[src/inc/period_timer_params.svh]
/*
  register offsets, field positions, reset values and timing counts
  of the 8-bit period match timer; assumes a 32-bit axi4-lite map
*/
`ifndef PERIOD_TIMER_PARAMS_SVH
`define PERIOD_TIMER_PARAMS_SVH

`define OFF_TIMER_CONTROL 4'h0
`define OFF_COUNT_VALUE 4'h4
`define OFF_PERIOD_MATCH_VALUE 4'h8
`define OFF_IRQ_STATUS 4'hC

`define TIMER_CONTROL_RESET 8'h00
`define COUNT_VALUE_RESET 8'h00
`define PERIOD_MATCH_RESET 8'hFF
`define TIMER_CONTROL_MASK 8'h7F

`define POSTSCALE_MSB 6
`define POSTSCALE_LSB 3
`define RUN_ENABLE_BIT 2
`define PRESCALE_MSB 1
`define PRESCALE_LSB 0

`define IRQ_STATUS_BIT 0
`define IRQ_MASK_BIT 8

`define INSTR_CLOCK_DIV 2'h3
`define PRESCALE_DIV4_LAST 4'h3
`define PRESCALE_DIV16_LAST 4'hF

`define AXI_RESP_OKAY 2'h0
`define AXI_RESP_SLVERR 2'h2

`endif

[src/inc/period_timer_pkg.sv]
/*
  types of the 8-bit period match timer;
  numbers are literals here; none come from period_timer_params.svh
*/
package period_timer_pkg;

  typedef struct packed {
    logic [3:0] postscale_select;
    logic timer_run_enable;
    logic [1:0] prescale_select;
  } timer_control_t;

  typedef enum logic [1:0] {
    PRESCALE_DIV1 = 2'b00,
    PRESCALE_DIV4 = 2'b01,
    PRESCALE_DIV16 = 2'b10
  } prescale_mode_t;

  typedef enum logic [1:0] {
    RD_IDLE = 2'b00,
    RD_RESP = 2'b01
  } read_state_t;

endpackage : period_timer_pkg

[src/hw/period_match_timer.sv]
/*
  8-bit period match timer with prescaler, postscaler, axi4-lite slave
  and a sticky, maskable interrupt; assumes one 200 MHz clock, master
  keeps one write and one read outstanding at most.
*/
// The AXI4-Lite slave port and the address map were chosen for this implementation.
`timescale 1ns/1ps
`include "period_timer_params.svh"

module period_match_timer (
  input wire logic clk,
  input wire logic reset_n,
  input wire logic [3:0] s_axi_awaddr,
  input wire logic s_axi_awvalid,
  output logic s_axi_awready,
  input wire logic [31:0] s_axi_wdata,
  input wire logic [3:0] s_axi_wstrb,
  input wire logic s_axi_wvalid,
  output logic s_axi_wready,
  output logic [1:0] s_axi_bresp,
  output logic s_axi_bvalid,
  input wire logic s_axi_bready,
  input wire logic [3:0] s_axi_araddr,
  input wire logic s_axi_arvalid,
  output logic s_axi_arready,
  output logic [31:0] s_axi_rdata,
  output logic [1:0] s_axi_rresp,
  output logic s_axi_rvalid,
  input wire logic s_axi_rready,
  output logic irq
);

  period_timer_pkg::timer_control_t timer_control;
  period_timer_pkg::read_state_t rd_state;
  logic [7:0] count_value;
  logic [7:0] period_match_value;
  logic [1:0] instr_div;
  logic [3:0] prescale_cnt;
  logic [3:0] postscale_cnt;
  logic period_match_flag;
  logic period_match_irq_enable;
  logic have_aw;
  logic have_w;
  logic [3:0] aw_addr;
  logic [31:0] w_data;
  logic w_lane0;
  logic wr_fire;
  logic wr_ctrl;
  logic wr_count;
  logic wr_period;
  logic wr_irq;
  logic rd_status_clear;
  logic instr_tick;
  logic pre_tick;
  logic [3:0] pre_last;
  logic match;
  logic post_tick;
  // bit 7 is not stored, so only the low seven reset bits land
  localparam logic [7:0] CONTROL_RESET_WORD = `TIMER_CONTROL_RESET;

  // write channel: address and data taken independently, either order
  always_ff @(posedge clk or negedge reset_n)
  begin
    if (!reset_n)
    begin
      have_aw <= 1'b0;
      have_w <= 1'b0;
      aw_addr <= 4'h0;
      w_data <= 32'h0000_0000;
      w_lane0 <= 1'b0;
      s_axi_bvalid <= 1'b0;
      s_axi_bresp <= `AXI_RESP_OKAY;
      s_axi_awready <= 1'b1;
      s_axi_wready <= 1'b1;
    end
    else
    begin
      if (s_axi_awvalid && s_axi_awready)
      begin
        have_aw <= 1'b1;
        aw_addr <= s_axi_awaddr;
        s_axi_awready <= 1'b0;
      end
      if (s_axi_wvalid && s_axi_wready)
      begin
        have_w <= 1'b1;
        w_data <= s_axi_wdata;
        s_axi_wready <= 1'b0;
        w_lane0 <= s_axi_wstrb[0];
      end
      if (wr_fire)
      begin
        have_aw <= 1'b0;
        have_w <= 1'b0;
        s_axi_bvalid <= 1'b1;
        s_axi_bresp <= (aw_addr[1:0] == 2'h0) ? `AXI_RESP_OKAY : `AXI_RESP_SLVERR;
      end
      else if (s_axi_bvalid && s_axi_bready)
      begin
        s_axi_bvalid <= 1'b0;
        s_axi_awready <= 1'b1;
        s_axi_wready <= 1'b1;
      end
    end
  end

  // readies are flops: low from their accept until the response is taken
  // all four offsets are mapped; a write without lane 0 stores nothing
  assign wr_fire = have_aw && have_w;
  assign wr_ctrl = wr_fire && w_lane0 && aw_addr == `OFF_TIMER_CONTROL;
  assign wr_count = wr_fire && w_lane0 && aw_addr == `OFF_COUNT_VALUE;
  assign wr_period = wr_fire && w_lane0 && aw_addr == `OFF_PERIOD_MATCH_VALUE;
  assign wr_irq = wr_fire && s_axi_wstrb_mask_ok(aw_addr);

  function automatic logic s_axi_wstrb_mask_ok(input logic [3:0] addr);
    s_axi_wstrb_mask_ok = addr == `OFF_IRQ_STATUS;
  endfunction : s_axi_wstrb_mask_ok

  // read channel: one cycle to answer, ready dropped while answer stands
  always_ff @(posedge clk or negedge reset_n)
  begin
    if (!reset_n)
    begin
      rd_state <= period_timer_pkg::RD_IDLE;
      s_axi_rvalid <= 1'b0;
      s_axi_arready <= 1'b1;
      s_axi_rdata <= 32'h0000_0000;
      s_axi_rresp <= `AXI_RESP_OKAY;
    end
    else
    begin
      case (rd_state)
        period_timer_pkg::RD_IDLE:
        begin
          if (s_axi_arvalid)
          begin
            rd_state <= period_timer_pkg::RD_RESP;
            s_axi_rvalid <= 1'b1;
            s_axi_arready <= 1'b0;
            s_axi_rresp <= `AXI_RESP_OKAY;
            case (s_axi_araddr)
              `OFF_TIMER_CONTROL: s_axi_rdata <= {24'h0, 1'b0, timer_control};
              `OFF_COUNT_VALUE: s_axi_rdata <= {24'h0, count_value};
              `OFF_PERIOD_MATCH_VALUE: s_axi_rdata <= {24'h0, period_match_value};
              `OFF_IRQ_STATUS: s_axi_rdata <= {23'h0, period_match_irq_enable,
                                              7'h0, period_match_flag};
              default:
              begin
                s_axi_rdata <= 32'h0000_0000;
                s_axi_rresp <= `AXI_RESP_SLVERR;
              end
            endcase
          end
        end
        period_timer_pkg::RD_RESP:
        begin
          if (s_axi_rready)
          begin
            rd_state <= period_timer_pkg::RD_IDLE;
            s_axi_rvalid <= 1'b0;
            s_axi_arready <= 1'b1;
          end
        end
        default:
        begin
          rd_state <= period_timer_pkg::RD_IDLE;
          s_axi_rvalid <= 1'b0;
          s_axi_arready <= 1'b1;
        end
      endcase
    end
  end

  assign rd_status_clear = s_axi_arvalid && s_axi_arready && s_axi_araddr == `OFF_IRQ_STATUS;

  // control register
  always_ff @(posedge clk or negedge reset_n)
  begin
    if (!reset_n)
      timer_control <= CONTROL_RESET_WORD[6:0];
    else if (wr_ctrl)
      timer_control <= w_data[6:0];
  end

  always_ff @(posedge clk or negedge reset_n)
  begin
    if (!reset_n)
      period_match_value <= `PERIOD_MATCH_RESET;
    else if (wr_period)
      period_match_value <= w_data[7:0];
  end

  // instruction-rate tick: clk/4, held at zero while stopped
  always_ff @(posedge clk or negedge reset_n)
  begin
    if (!reset_n)
      instr_div <= 2'h0;
    else if (!timer_control.timer_run_enable || wr_ctrl || wr_count)
      instr_div <= 2'h0;
    else
      instr_div <= instr_div + 2'h1;
  end

  assign instr_tick = timer_control.timer_run_enable && instr_div == `INSTR_CLOCK_DIV;

  always_comb
  begin
    case (timer_control.prescale_select)
      period_timer_pkg::PRESCALE_DIV1: pre_last = 4'h0;
      period_timer_pkg::PRESCALE_DIV4: pre_last = `PRESCALE_DIV4_LAST;
      default: pre_last = `PRESCALE_DIV16_LAST;
    endcase
  end

  // a count or control write in the same cycle wins, so count never steps on it
  assign pre_tick = instr_tick && prescale_cnt >= pre_last && !wr_ctrl && !wr_count;

  always_ff @(posedge clk or negedge reset_n)
  begin
    if (!reset_n)
      prescale_cnt <= 4'h0;
    else if (wr_ctrl || wr_count)
      prescale_cnt <= 4'h0;
    else if (pre_tick)
      prescale_cnt <= 4'h0;
    else if (instr_tick)
      prescale_cnt <= prescale_cnt + 4'h1;
  end

  // wrap happens at the match itself: on that tick count loads zero instead of stepping past the period
  assign match = pre_tick && count_value == period_match_value;

  always_ff @(posedge clk or negedge reset_n)
  begin
    if (!reset_n)
      count_value <= `COUNT_VALUE_RESET;
    else if (wr_count)
      count_value <= w_data[7:0];
    else if (match)
      count_value <= 8'h00;
    else if (pre_tick)
      count_value <= count_value + 8'h01;
  end

  assign post_tick = match && postscale_cnt >= timer_control.postscale_select;

  always_ff @(posedge clk or negedge reset_n)
  begin
    if (!reset_n)
      postscale_cnt <= 4'h0;
    else if (wr_ctrl || wr_count)
      postscale_cnt <= 4'h0;
    else if (post_tick)
      postscale_cnt <= 4'h0;
    else if (match)
      postscale_cnt <= postscale_cnt + 4'h1;
  end

  // set beats the read clear so no event slips between
  always_ff @(posedge clk or negedge reset_n)
  begin
    if (!reset_n)
      period_match_flag <= 1'b0;
    else if (post_tick)
      period_match_flag <= 1'b1;
    else if (rd_status_clear)
      period_match_flag <= 1'b0;
  end

  always_ff @(posedge clk or negedge reset_n)
  begin
    if (!reset_n)
      period_match_irq_enable <= 1'b0;
    else if (wr_irq && w_lane0 == 1'b0)
      period_match_irq_enable <= period_match_irq_enable;
    else if (wr_irq)
      period_match_irq_enable <= w_data[`IRQ_MASK_BIT];
  end

  always_ff @(posedge clk or negedge reset_n)
  begin
    if (!reset_n)
      irq <= 1'b0;
    else
      irq <= period_match_flag && period_match_irq_enable;
  end
endmodule : period_match_timer

[config.mk]
export PLATFORM = sky130hd
export DESIGN_NAME = period_match_timer
export DESIGN_NICKNAME = d
export VERILOG_FILES = /design/src/inc/period_timer_pkg.sv /design/src/hw/period_match_timer.sv
export VERILOG_INCLUDE_DIRS = /design/src /design/src/inc
export SDC_FILE = /design/constraint.sdc
export NUM_CORES = 1
export LEC_CHECK = 0
export CORE_MARGIN = 8
export CORE_UTILIZATION = 65
export CTS_BUF_LIST = sky130_fd_sc_hd__clkbuf_8
export DETAILED_ROUTE_END_ITERATION = 7
export DONT_BUFFER_PORTS = 1
export PLACE_DENSITY = 0.78
export SLEW_MARGIN = 20
export SYNTH_ARGS = -nofsm -noshare
export SYNTH_HDL_FRONTEND = slang
export SYNTH_SLANG_ARGS = --single-unit
[constraint.sdc]
create_clock -name clk -period 6.6 [get_ports clk]
set_input_delay 0.66 -clock clk [delete_from_list [all_inputs] [get_ports clk]]
set_output_delay 0.66 -clock clk [all_outputs]
set_load 0.05 [all_outputs]
# Word level (Yosys, flattened, before mapping)
# Cells that the tools add are included.
[word_totals]
output_inout_bits = 42
ff_bits = 95
[classes]
bitwise = 2
addsub = 4
magnitude_cmp = 2
reduce_logical = 41
eq_ne = 12
mux = 37
[op_table]
columns = ["operator", "n"]
rows = [
  ["$pmux 9 s4", 1],
  ["$mux 4", 6],
  ["$mux 8", 3],
  ["$logic_and 1x1->1", 19],
  ["$mux 1", 18],
  ["$eq 4x4->1 const B", 4],
  ["$mux 2", 5],
  ["$reduce_bool 3->1", 3],
  ["$add 4x1->4 const B", 2],
  ["$add 8x1->8 const B", 1],
  ["$eq 4x3->1 const B", 2],
  ["$eq 8x8->1", 1],
  ["$ge 4x4->1", 2],
  ["$logic_not 4->1", 2],
  ["$pmux 4 s2", 1],
  ["$reduce_bool 2->1", 4],
  ["$logic_not 2->1", 3],
  ["$reduce_and 2->1", 3],
  ["$eq 2x1->1 const B", 2],
  ["$ne 2x2->1 const B", 2],
  ["$pmux 1 s2", 2],
  ["$pmux 2 s2", 1],
  ["$reduce_or 4->1", 1],
  ["$logic_not 1->1", 3],
  ["4 further kinds", 7],
]

# Depth between registers and ports, before layout
[depth]
ltp_word = 10
depth_mapped = 8
depth_no_buf = 7

# Worst setup path after synthesis
# No wires, ideal clock.
[synth_timing]
path_type = "reg-to-reg"
start = "register timer_control[0] (netlist name)"
end = "register postscale_cnt[1]"
period_less_slack_ns = 2.257
arrival_ns = 2.178
stages_incl_launch_ff = 9
n_path_buf = 1
required_time_ns = 6.521
slack_ns = 4.343
cell_sequence = "dfrtp_1 > or2_2 > ha_1 > nand2b_4 > a2111oi_4 > or3_1 > buf_2 > or4b_1 > a21oi_1"
[synth_between]
elab_chain_cells = 10
word_cells_on_any_way = 12
cone_classes = "1 x order compare; 1 x eq/ne; 3 x mux; 7 x reduce/logical"
[synth_rtl]
columns = ["item", "line", "source"]
rows = [
  ["from (decl)", "period_match_timer.sv:33", "period_timer_pkg::timer_control_t timer_control;"],
  ["from (signal assigned)", "period_match_timer.sv:180", "timer_control <= CONTROL_RESET_WORD[6:0];"],
  ["from (signal assigned)", "period_match_timer.sv:182", "timer_control <= w_data[6:0];"],
  ["$eq 2x1->1 / $logic_not 2->1 (equally long branches)", "period_match_timer.sv:208", "case (timer_control.prescale_select)"],
  ["$pmux 4 s2 *", "period_match_timer.sv:208", ""],
  ["$ge 4x4->1 *", "period_match_timer.sv:216", "assign pre_tick = instr_tick && prescale_cnt >= pre_last && !wr_ctrl && !wr_count;"],
  ["$logic_and 1x1->1 * (3 in series)", "period_match_timer.sv:216", ""],
  ["$logic_and 1x1->1 *", "period_match_timer.sv:231", "assign match = pre_tick && count_value == period_match_value;"],
  ["$logic_and 1x1->1", "period_match_timer.sv:245", "assign post_tick = match && postscale_cnt >= timer_control.postscale_select;"],
  ["$mux 4", "period_match_timer.sv:253", "else if (post_tick)"],
  ["$mux 4", "period_match_timer.sv:251", "else if (wr_ctrl || wr_count)"],
  ["to (signal assigned)", "period_match_timer.sv:256", "postscale_cnt <= postscale_cnt + 4'h1;"],
  ["to (decl)", "period_match_timer.sv:39", "logic [3:0] postscale_cnt;"],
]
# Every way passes the cells marked *; elsewhere a longest branch is shown, timed or not.
# A chain may end at the register's enable or synchronous reset.

# Worst setup path after layout
[layout_timing]
start = "register timer_control[0] (netlist name)"
end = "register count_value[7]"
[layout_between]
elab_chain_cells = 9
word_cells_on_any_way = 11
cone_classes = "1 x order compare; 1 x eq/ne; 3 x mux; 6 x reduce/logical"
[layout_rtl]
columns = ["item", "line", "source"]
rows = [
  ["$eq 2x1->1 / $logic_not 2->1 (equally long branches)", "period_match_timer.sv:208", ""],
  ["$pmux 4 s2 *", "period_match_timer.sv:208", ""],
  ["$ge 4x4->1 *", "period_match_timer.sv:216", ""],
  ["$logic_and 1x1->1 * (3 in series)", "period_match_timer.sv:216", ""],
  ["$logic_and 1x1->1", "period_match_timer.sv:231", ""],
  ["$mux 8", "period_match_timer.sv:239", "else if (match)"],
  ["$mux 8", "period_match_timer.sv:237", "else if (wr_count)"],
  ["to (signal assigned)", "period_match_timer.sv:236", "count_value <= `COUNT_VALUE_RESET;"],
  ["to (signal assigned)", "period_match_timer.sv:238", "count_value <= w_data[7:0];"],
  ["to (signal assigned)", "period_match_timer.sv:242", "count_value <= count_value + 8'h01;"],
  ["to (decl)", "period_match_timer.sv:35", "logic [7:0] count_value;"],
]
# Marks and branches as above.

==> run summary <==
largest net degree at the start of global routing -> 69
Area Overhead vs Synth -> 2.84%
IO Pins -> 93
fin area -> 3670 um^2
Worst IR Drop VDD -> 281 uV
min Tclk post-route -> 2.53 ns
largest family of logic cells by synthesized area -> simple AND/OR/NAND/NOR gates
mux cell area share after synthesis -> 10.8%
CTS Root Cell -> clkbuf_8
total track usage -> 18.0%
CTS tree -> done
Setup crit end kind -> register
Nets -> 396
core area -> 5410 um^2
maximum clock rate -> 395 MHz
type of the tightest min-delay check -> in2async
postcts setup bufs -> 0
row count -> 27
final setup TNS -> 0 ns
nature of the critical path startpoint -> register
Synth top area share -> 40.0%
sequential area share after synthesis -> 48.1%
htree depth -> 3
die height -> 90.1 um
Post-synth EDFFs -> 0
Pwr Density -> 413 nW/um^2
GRT overflow -> 0
Reg-to-Reg Start -> timer_control[0]
maximum fanout along the worst path -> 17
R2R cell count -> 7
Clock Latency Late Sink -> 0.33 ns
critical path data required time -> 6.85 ns
simple-gate portion of the synthesized area -> 13.6%
clk slew on worst S/H paths -> 0.07 ns
layout cells sized above 1 -> 18.7%
Yosys top cell by area -> dfrtp_1
die extent in x -> 90.1 um
most frequent cells in the layout -> 57 x dfrtp_1, 33 x nand2_1, 25 x o21ai_0, 25 x mux2_2, 25 x conb_1
Slowest Stage Delay on Critical Path -> 0.78 ns
cts hold-fix bufs -> 0
CP Buf/Inv Count -> 0
die area -> 8120 um^2
antenna violations before repair -> 0
Detail Placement HPWL -> 5.07 mm
Top delay family on crit path -> simple AND/OR/NAND/NOR gates
placed inst area -> 3510 um^2
cts bufs inserted -> 9
Synth Area in Compound Gates -> 12.2%
Synth Area per Inst -> 10.6 um^2
status -> finished clean
max cap viols -> 0
relative slew slack -> 31.0%
WL final -> 7.01 mm
yosys warns -> 0
adder-cell share of the synthesized area -> 4.21%
cell at the slowest stage of the critical path -> nor3_2
Routability Congestion -> 0.820
ant diodes -> 0
ANT nets after route -> 0
CP Class -> reg2reg
Worst EP arrival -> 2.78 ns
vias per std cell -> 5.89
Netlist cell types -> 51
R2R Path End -> count_value[7]
Post-CTS Resized -> 0
Max Slew Vio Count -> 0
Routed WL per cell -> 17.1 um
PortBufs -> 0
Worst Tran Pin Value -> 1.03 ns
TritonRoute pass-1 iters -> 4
xor/xnor share of the synthesized area -> 2.45%
Post-synth ARST share -> 100%
clock tree buffer depth -> 2
top_reg_cell synth -> dfrtp_1
RSZ-0062 raised after global routing -> no
post-synthesis instance total -> 336
vias in the first global route -> 2474
final hold viol count -> 0
crit path cell chain -> or2_2, ha_1, nand2b_4, a2111oi_4, nor3_2, nand2_1, o211ai_1
DR vias -> 2410
DRC -> 0
Fill cells -> 412
Synth area leaders -> dfrtp_1 40%, dfstp_2 8.1%, mux2_2 7.9%, buf_4 5.3%, ha_1 4.2%
final period utilization -> 38.4%
CTS sink count -> 68
cell count along the critical path -> 7
Mapped Area -> 3570 um^2
Lkg Pwr -> 0.00170 uW
Final setup viols -> 0
Iter 0 DRT Violations -> 144
Initial Utilization -> 66.0%
number of synthesized register bits -> 68
Fin Clk Skew -> 0.00705 ns
most common cell after layout, fill and taps aside -> dfrtp_1
Reg2Reg Setup Slack -> 4.07 ns
first-pass GRT wire length -> 12.1 mm
[how the worst max path moves through the flow]
stage                                start               end
after floorplan           timer_control[0]  postscale_cnt[1]
after global placement    timer_control[0]    count_value[7]
after detailed placement  timer_control[0]    count_value[7]
after CTS                 timer_control[0]    count_value[7]
after global routing      timer_control[0]    count_value[7]
final                     timer_control[0]    count_value[7]
[per-layer routing]
| metal | vias to the layer above | routed length, um | track usage, % |
|---|---|---|---|
| li1 | 1134 | - | - |
| met1 | 1169 | 3050 | 22.4 |
| met2 | 98 | 3230 | 27.7 |
| met3 | 9 | 636 | 6.82 |
| met4 | 0 | 99 | 7.35 |
| met5 | - | 0 | 0 |
[stage by stage]
stage	cells	util [%]	setup WS (ns)	hold slack, ns	total power [uW]
after floorplan	360	-	4.34	0.364	1140
after global placement	394	65.0	4.15	0.368	1210
after detailed placement	394	65.0	4.11	0.368	1230
after CTS	409	67.9	4.10	0.00491	1520
after global routing	409	67.9	3.92	0.00354	1620
final	409	67.9	4.07	0.0130	1520
[cells in the mapped netlist, types with 2 or more instances]
cell type and number:
a31oi_1 2, mux2_2 25, o211ai_1 2, a32oi_1 3, a22o_1 8, nand4_1 4, nand2_1 33, nand2b_4 2
inv_1 18, a211o_1 2, o21a_1 2, ha_1 12, dfstp_2 11, buf_4 25, nor2_1 11, a21oi_1 8
dfrtp_1 57, nand4b_1 3, mux2i_1 7, nor3_1 7, buf_2 2, or4b_1 2, a32o_1 2, o21ai_0 25
clkbuf_1 10, or2_2 3, a22oi_1 4, nand3_1 13, nor4_1 2, xor2_1 10
[worst reg2reg max path, cell delays in order (launching register included)]
cell and delay [ns]:
dfrtp_1 0.40, or2_2 0.32, ha_1 0.29, nand2b_4 0.13, a2111oi_4 0.07, nor3_2 0.78, nand2_1 0.23, o211ai_1 0.23
[state kept, by name, indices dropped and copies added (netlist names)]
| signal | cells |
|---|---|
| s_axi_awready | 1 |
| count_value | 8 |
| period_match_irq_enable | 1 |
| s_axi_rresp | 1 |
| irq | 1 |
| prescale_cnt | 4 |
| have_w | 1 |
| w_lane0 | 1 |
| s_axi_rvalid | 1 |
| s_axi_bvalid | 1 |
| postscale_cnt | 4 |
| timer_control | 7 |
| s_axi_bresp | 1 |
| instr_div | 2 |
| period_match_flag | 1 |
| have_aw | 1 |
| aw_addr | 4 |
| w_data | 9 |
| period_match_value | 8 |
| s_axi_arready | 1 |
| s_axi_wready | 1 |
| s_axi_rdata | 9 |
[kinds of logic (layout without fill, tap and decap cells)]
logic type,Yosys count,after routing
compound gates,63,63
fa+ha+maj,12,12
buf+inv,56,33
flops,68,68
mux,34,34
other cells,1,25
simple gates,92,92
xor+xnor,10,10
[where the power goes]
| group | switching (uW) | internal [uW] |
|---|---|---|
| sequential | 203 | 557 |
| combinational | 282 | 190 |
| clock | 146 | 140 |
| total | 631 | 886 |
[area by class of cell]
class	count	area [um^2]	share of cell area, %
clock buffer	10	138	3.75
tap	72	90.1	2.45
sequential	68	1720	46.7
clock inverter	5	22.5	0.613
multi-input combinational	236	1640	44.6
inverter	18	67.6	1.84
Power figures use the tool's default switching activity.
